File: src/verilog/pac_regs.svh
// constants for the pipelined converter output control block
`ifndef PAC_REGS_SVH
`define PAC_REGS_SVH
`define PAC_DATA_W        12
`define PAC_PIPE_DEPTH    6
`define PAC_CODE_ZERO     12'h000
`define PAC_CODE_QUARTER  12'h400
`define PAC_CODE_MID      12'h800
`define PAC_CODE_3QUARTER 12'hC00
`define PAC_CODE_FULL     12'hFFF
`define PAC_PD_FILL       12'h000
`endif

File: src/verilog/pac_pkg.sv
// types for the pipelined converter output control block
package pac_pkg;
  typedef enum logic [1:0] {
    PAC_ST_RUN   = 2'b00,
    PAC_ST_PDOWN = 2'b01
  } pac_state_t;
  typedef enum logic {
    PAC_IN_DIFF   = 1'b0,
    PAC_IN_SINGLE = 1'b1
  } pac_input_mode_t;
endpackage : pac_pkg

File: src/verilog/pac_pipe_if.sv
// carrier between the top and the conversion pipeline
`timescale 1ns/1ps
interface pac_pipe_if #(parameter int W = 12);
  logic [W-1:0] sample;
  logic         flush;
  logic [W-1:0] word;
  logic         word_ok;
  modport top  (output sample, output flush, input word, input word_ok);
  modport pipe (input sample, input flush, output word, output word_ok);
endinterface : pac_pipe_if

File: src/verilog/pac_pipe.sv
// fixed-latency conversion pipeline with validity tracking
`timescale 1ns/1ps
module pac_pipe #(
  parameter int W     = 12,
  parameter int DEPTH = 6
) (
  input  wire logic clk_i,
  input  wire logic rst_b_i,
  pac_pipe_if.pipe  p
);
  logic [W-1:0] stage_r   [DEPTH];
  logic [W-1:0] stage_nxt [DEPTH];
  logic [DEPTH-1:0] ok_r;
  logic [DEPTH-1:0] ok_nxt;

  // ==========================================================
  // next state
  always_comb begin
    stage_nxt[0] = p.sample;
    ok_nxt[0]    = !p.flush;
    for (int i = 1; i < DEPTH; i++) begin
      stage_nxt[i] = stage_r[i-1];
      ok_nxt[i]    = ok_r[i-1] && !p.flush;
    end
  end

  // ==========================================================
  // registers
  always_ff @(posedge clk_i or negedge rst_b_i) begin
    if (!rst_b_i) begin
      for (int i = 0; i < DEPTH; i++) stage_r[i] <= '0;
      ok_r <= '0;
    end else begin
      for (int i = 0; i < DEPTH; i++) stage_r[i] <= stage_nxt[i];
      ok_r <= ok_nxt;
    end
  end

  assign p.word    = stage_r[DEPTH-1];
  assign p.word_ok = ok_r[DEPTH-1];
endmodule : pac_pipe

File: src/verilog/pac_top.sv
// digital output side of a 12-bit pipelined sampling converter
`timescale 1ns/1ps
`include "pac_regs.svh"
module pac_top #(
  parameter int W     = `PAC_DATA_W,
  parameter int DEPTH = `PAC_PIPE_DEPTH
) (
  input  wire logic                   clk_i,
  input  wire logic                   rst_b_i,
  input  wire logic signed [W:0]      analog_level_i,
  input  wire pac_pkg::pac_input_mode_t input_mode_i,
  input  wire logic                   output_enable_b_i,
  input  wire logic                   power_down_pin_i,
  output logic [W-1:0]                data_o,
  output logic [W-1:0]                data_oe_o,
  output logic                        data_valid_o,
  output logic                        idle_o
);
  // analog_level_i is the quantised difference of the analog inputs in units
  // of one code step at differential scaling; single-ended halves the gain.

  pac_pipe_if #(.W(W)) pif ();
  pac_pkg::pac_state_t state_r;
  pac_pkg::pac_state_t state_nxt;
  logic [W-1:0] data_r;
  logic [W-1:0] data_nxt;
  logic         valid_r;
  logic         valid_nxt;

  // ==========================================================
  // coding: clamp signed level and add half scale
  function automatic logic [W-1:0] to_offset_binary(input logic signed [W+1:0] lvl);
    logic signed [W+1:0] hi;
    logic signed [W+1:0] lo;
    logic signed [W+1:0] v;
    hi = (W+2)'(signed'((1 << (W-1)) - 1));
    lo = -(W+2)'(signed'(1 << (W-1)));
    v  = lvl;
    if (v > hi) v = hi;
    if (v < lo) v = lo;
    return W'(v - lo);
  endfunction : to_offset_binary

  logic signed [W+1:0] scaled;
  always_comb begin
    if (input_mode_i == pac_pkg::PAC_IN_SINGLE) begin
      scaled = (W+2)'(analog_level_i >>> 1);
    end else begin
      scaled = (W+2)'(analog_level_i);
    end
  end

  // ==========================================================
  // power state
  always_comb begin
    case (state_r)
      pac_pkg::PAC_ST_RUN:
        state_nxt = power_down_pin_i ? pac_pkg::PAC_ST_PDOWN : pac_pkg::PAC_ST_RUN;
      pac_pkg::PAC_ST_PDOWN:
        state_nxt = power_down_pin_i ? pac_pkg::PAC_ST_PDOWN : pac_pkg::PAC_ST_RUN;
      default:
        state_nxt = pac_pkg::PAC_ST_RUN;
    endcase
  end

  // sampling runs regardless of output enable; power-down flushes
  assign pif.sample = to_offset_binary(scaled);
  assign pif.flush  = power_down_pin_i || (state_r == pac_pkg::PAC_ST_PDOWN);

  // six stages from the sampling edge on, so a word leaves the pipe five edges after it was taken
  pac_pipe #(.W(W), .DEPTH(DEPTH)) u_pipe (
    .clk_i   (clk_i),
    .rst_b_i (rst_b_i),
    .p       (pif.pipe)
  );

  // ==========================================================
  // output stage: register after the six latency stages
  always_comb begin
    if (power_down_pin_i) begin
      data_nxt  = `PAC_PD_FILL;
      valid_nxt = 1'b0;
    end else begin
      data_nxt  = pif.word;
      valid_nxt = pif.word_ok;
    end
  end

  always_ff @(posedge clk_i or negedge rst_b_i) begin
    if (!rst_b_i) begin
      state_r <= pac_pkg::PAC_ST_RUN;
      data_r  <= '0;
      valid_r <= 1'b0;
    end else begin
      state_r <= state_nxt;
      data_r  <= data_nxt;
      valid_r <= valid_nxt;
    end
  end

  // ==========================================================
  // pins
  assign data_o       = data_r;
  assign data_oe_o    = output_enable_b_i ? '0 : '1;
  // power-down asserts combinationally so capture drops data at once
  assign data_valid_o = valid_r && !output_enable_b_i && !power_down_pin_i;
  assign idle_o       = (state_r == pac_pkg::PAC_ST_PDOWN);
endmodule : pac_top
File: config.mk
export PLATFORM = sky130hd
export DESIGN_NAME = pac_top
export DESIGN_NICKNAME = d
export VERILOG_FILES = /design/src/verilog/pac_pkg.sv /design/src/verilog/pac_pipe_if.sv /design/src/verilog/pac_pipe.sv /design/src/verilog/pac_top.sv
export VERILOG_INCLUDE_DIRS = /design/src /design/src/verilog
export SDC_FILE = /design/constraint.sdc
export NUM_CORES = 1
export LEC_CHECK = 0
export BUFFER_PORTS_ARGS = -buffer_cell sky130_fd_sc_hd__buf_2
export CAP_MARGIN = 40
export CORE_AREA = 2 2 78 88
export DETAILED_ROUTE_END_ITERATION = 12
export DIE_AREA = 0 0 80 90
export GPL_TIMING_DRIVEN = 1
export MAX_ROUTING_LAYER = met4
export PLACE_DENSITY = 0.72
export SLEW_MARGIN = 5
export SYNTH_ARGS = -nofsm -noshare
export SYNTH_HDL_FRONTEND = slang
export SYNTH_SLANG_ARGS = --single-unit
File: constraint.sdc
create_clock -name clk_i -period 1.28 [get_ports clk_i]
set_clock_uncertainty 0.1 [all_clocks]
set_input_delay 0.256 -clock clk_i [delete_from_list [all_inputs] [get_ports clk_i]]
set_output_delay 0.256 -clock clk_i [all_outputs]
set_load 0.01 [all_outputs]
==> results by group <==
CTS
  – H-tree depth: 3
  – Clk_lat worst skew: 340 ps
  – CTS Root Cell: clkbuf_8
  – CTS Sinks: 92
  – Number of CTS-inserted buffers: 9
  – Max Root-Sink Buffers: 2
  – Clk slew on worst S/H paths: 80 ps
  – CTS tree: done
  – Post CTS Setup Buffer Count: 0

Global routing
  – Vias in the first global route: 1,226
  – Largest net degree at the start of global routing: 57
  – Antenna violations before repair: 0
  – First-pass GRT wire length: 5299 um
  – Gr ovfl total: 0
  – Tot GR Track Use: 10.29%

Critical path
  – Worst Path Max Fanout: 1
  – WP data arrival: 990 ps
  – Critical-path cell list: nor3b_2 -> buf_2
  – Slowest cell on the critical path: dfrtp_1
  – Critical path required time: 920 ps
  – Type of the worst setup path: reg -> out
  – Family with the most delay on the worst path: flip-flops
  – Setup slack, reg-to-reg: 290 ps
  – Type of origin of the critical path: flip-flop
  – Slowest stage delay, CP: 370 ps
  – Crit end category: primary output
  – Worst path bufs/invs: 1

Final layout
  – Final Core Density: 51.83%
  – Non-Filler Instances: 285
  – Ratio of cells with drive above 1 in the final layout: 40.89%
  – # diodes: 0
  – Fillers: 532
  – Area growth syn-to-layout: 18.53%
  – Nets: 216

Logic synthesis
  – Synth unique cells: 16
  – Adder-Cell Fraction of Synth Area: 3.959%
  – Syn Inst Count: 153
  – Post-synthesis sequential area ratio: 82.77%
  – Mean Syn Cell Area: 18.18 sq um
  – Synthesized area: 0.002781 sq mm
  – Warnings, synthesis: 0
  – Synth Area in XOR/XNOR: 0%
  – Mux share of post-synthesis cell area: 4.049%
  – Largest family of logic cells by synthesized area: simple AND/OR/NAND/NOR gates
  – Yosys reg bits: 92
  – Synthesized Nets: 171
  – Synth Area in Compound Gates: 0.3599%
  – Synth Area in Simple Gates: 4.723%

Placement
  – Cells after DPL: 267
  – Setup slack at placement: -26.55 ps
  – IO Port Bufs: 43
  – Placer Congestion: 0.6538

Drt
  – Via/cell ratio: 4.288
  – DRC Markers: 0
  – DR vias: 1,222
  – Routed WL: 3092 um
  – DR pass1 iterations: 2
  – Antenna viol nets, final: 0
  – Drt initial violations: 63
  – WL/cell: 10.85 um

Pwr
  – P_int: 4.506 mW
  – Clock power frac: 38.2%
  – Net Sw Frac: 19.46%
  – Sequential share of power: 56.8%
  – Peak supply drop: 0.8808 mV
  – Comb pwr share: 5.1%
  – Power per Cell Area: 1697 mW/mm^2
  – Static leakage: 1.568 nW
  – Psw: 1.089 mW

Timing
  – Slew headroom: 80.04%
  – Final worst path period share: 104.8%
  – Final min period: 1342 ps
  – Hold Violations, Final: 0
  – RSZ-0062 raised after global routing: yes
  – Endpoints failing setup: 1
  – Final Max Slew Viols: 0
  – Final setup margin: -61.61 ps
  – Fmax: 745.4 MHz
  – Slew at the pin closest to its max-slew limit: 298.3 ps

Floorplan
  – Full die area: 0.007200 sq mm
  – Die Y: 90 um
  – Boundary Pins: 44
  – Initial Utilization: 43.73%
  – Core box area: 0.006361 sq mm
  – Row cnt: 31
  – DIE WIDTH: 80 um

Outcome
  – Status: complete, but fails checks
  – Failing checks: negative setup slack

Hold path
  – Worst Hold Class: in -> reg

Run
  – Max-Cap Viols: 0
-- Yosys cell counts (all sizes together) --
library cell  number  area (sq um)
mux2              10         112.6
o21ai              2         10.01
nor2               2         7.510
clkbuf             1         3.750
dfrtp             92          2302
nand2              1         3.750
nor3b              1         7.510
inv                2         7.500
nor2b             13         81.33
maj3              10         110.1
and2               5         31.28
buf               14         103.9
-- logic make-up after synthesis --
| family | Yosys count |
|---|---|
| DFF | 92 |
| and+or+nand+nor | 22 |
| buffers and inverters | 17 |
| muxes | 10 |
| adders and majority gates | 10 |
| AOI/OAI and AO/OA | 2 |
-- flip-flops by register name, indices dropped and copies added, names as in the netlist --
register,flops
u_pipe.ok_r,6
state_r,1
u_pipe.stage_nxt,60
valid_r,1
data_o,12
u_pipe.p.word,12
-- repair_timing --
| item | 4_1_cts | 5_1_grt |
|---|---|---|
| hold endpoints to repair | 93 | 0 |
| gates resized for setup | 1 | 0 |
| hold buffers | 2 | 0 |
| setup endpoints to repair | 1 | 1 |
-- per-stage QoR --
step | area, sq um | power (mW) | TNS, ps | hold slack [ps]
after CTS | 3297 | 5.675 | -77.42 | 40.92
after global placement | 3037 | 3.498 | -7.817 | 9.531
after global routing | 3297 | 5.853 | -109.6 | 55.49
final | 3297 | 5.594 | -61.61 | 65.24
after floorplan | 2781 | 3.374 | 0 | -139.6
after detailed placement | 3037 | 3.523 | -46.99 | 14.65
-- path summary, 6_finish.rpt --
path / start / to / depth (start not counted)
worst max-delay path: valid_r / data_valid_o / 2
worst min-delay path: analog_level_i[1] / u_pipe.stage_nxt[48] / 2
worst max register to register: state_r[0] / u_pipe.ok_r[5] / 2
worst min register to register: u_pipe.stage_nxt[13] / u_pipe.stage_nxt[1] / 0
max in group asynchronous: rst_b_i / data_o[2] / 3
min in group asynchronous: rst_b_i / u_pipe.stage_nxt[56] / 2
-- cell type report --
type                            count  area, sq um  area share, %
Multi-Input combinational cell     44        369.1          11.20
Tap cell                           82        102.6          3.112
Clock inverter                      4        70.07          2.125
Timing Repair Buffer               49        280.3          8.501
Sequential cell                    92         2302          69.83
Inverter                            2        7.507         0.2277
Clock buffer                       12        165.2          5.009
-- power by group through the flow --
stage | clock, mW | sequential [mW] | combinational (mW)
floorplan | 0 | 3.23 | 0.139
finish | 2.13 | 3.18 | 0.284
detailed placement | 0 | 3.24 | 0.286
global placement | 0 | 3.22 | 0.279
global route | 2.33 | 3.20 | 0.322
CTS | 2.20 | 3.18 | 0.292
-- per-layer routing --
| metal | share of wire [%] | GRT usage [%] | vias to the layer above |
|---|---|---|---|
| met1 | 37 | 10.52 | 604 |
| li1 | - | - | 561 |
| met2 | 53 | 16.18 | 50 |
| met5 | 0 | - | - |
| met3 | 6.8 | 3.313 | 7 |
| met4 | 2.7 | 7.627 | 0 |
-- layout by cell type (no fill, tap or decap) --
cell / Yosys / routed
mux2_2: 10 / 10
dlygate4sd3_1: 0 / 2
buf_2: 2 / 42
clkbuf_8: 0 / 12
maj3_1: 2 / 2
buf_4: 11 / 4
inv_1: 1 / 1
inv_2: 1 / 1
and2_1: 5 / 5
bufinv_16: 0 / 2
clkinv_2: 0 / 2
nor2b_1: 13 / 13
nor2_1: 2 / 2
o21ai_0: 2 / 2
dfrtp_1: 92 / 92
buf_12: 0 / 1
nand2_1: 1 / 1
nor3b_2: 0 / 1
maj3_2: 8 / 8
(Power assumes the default switching activity.)
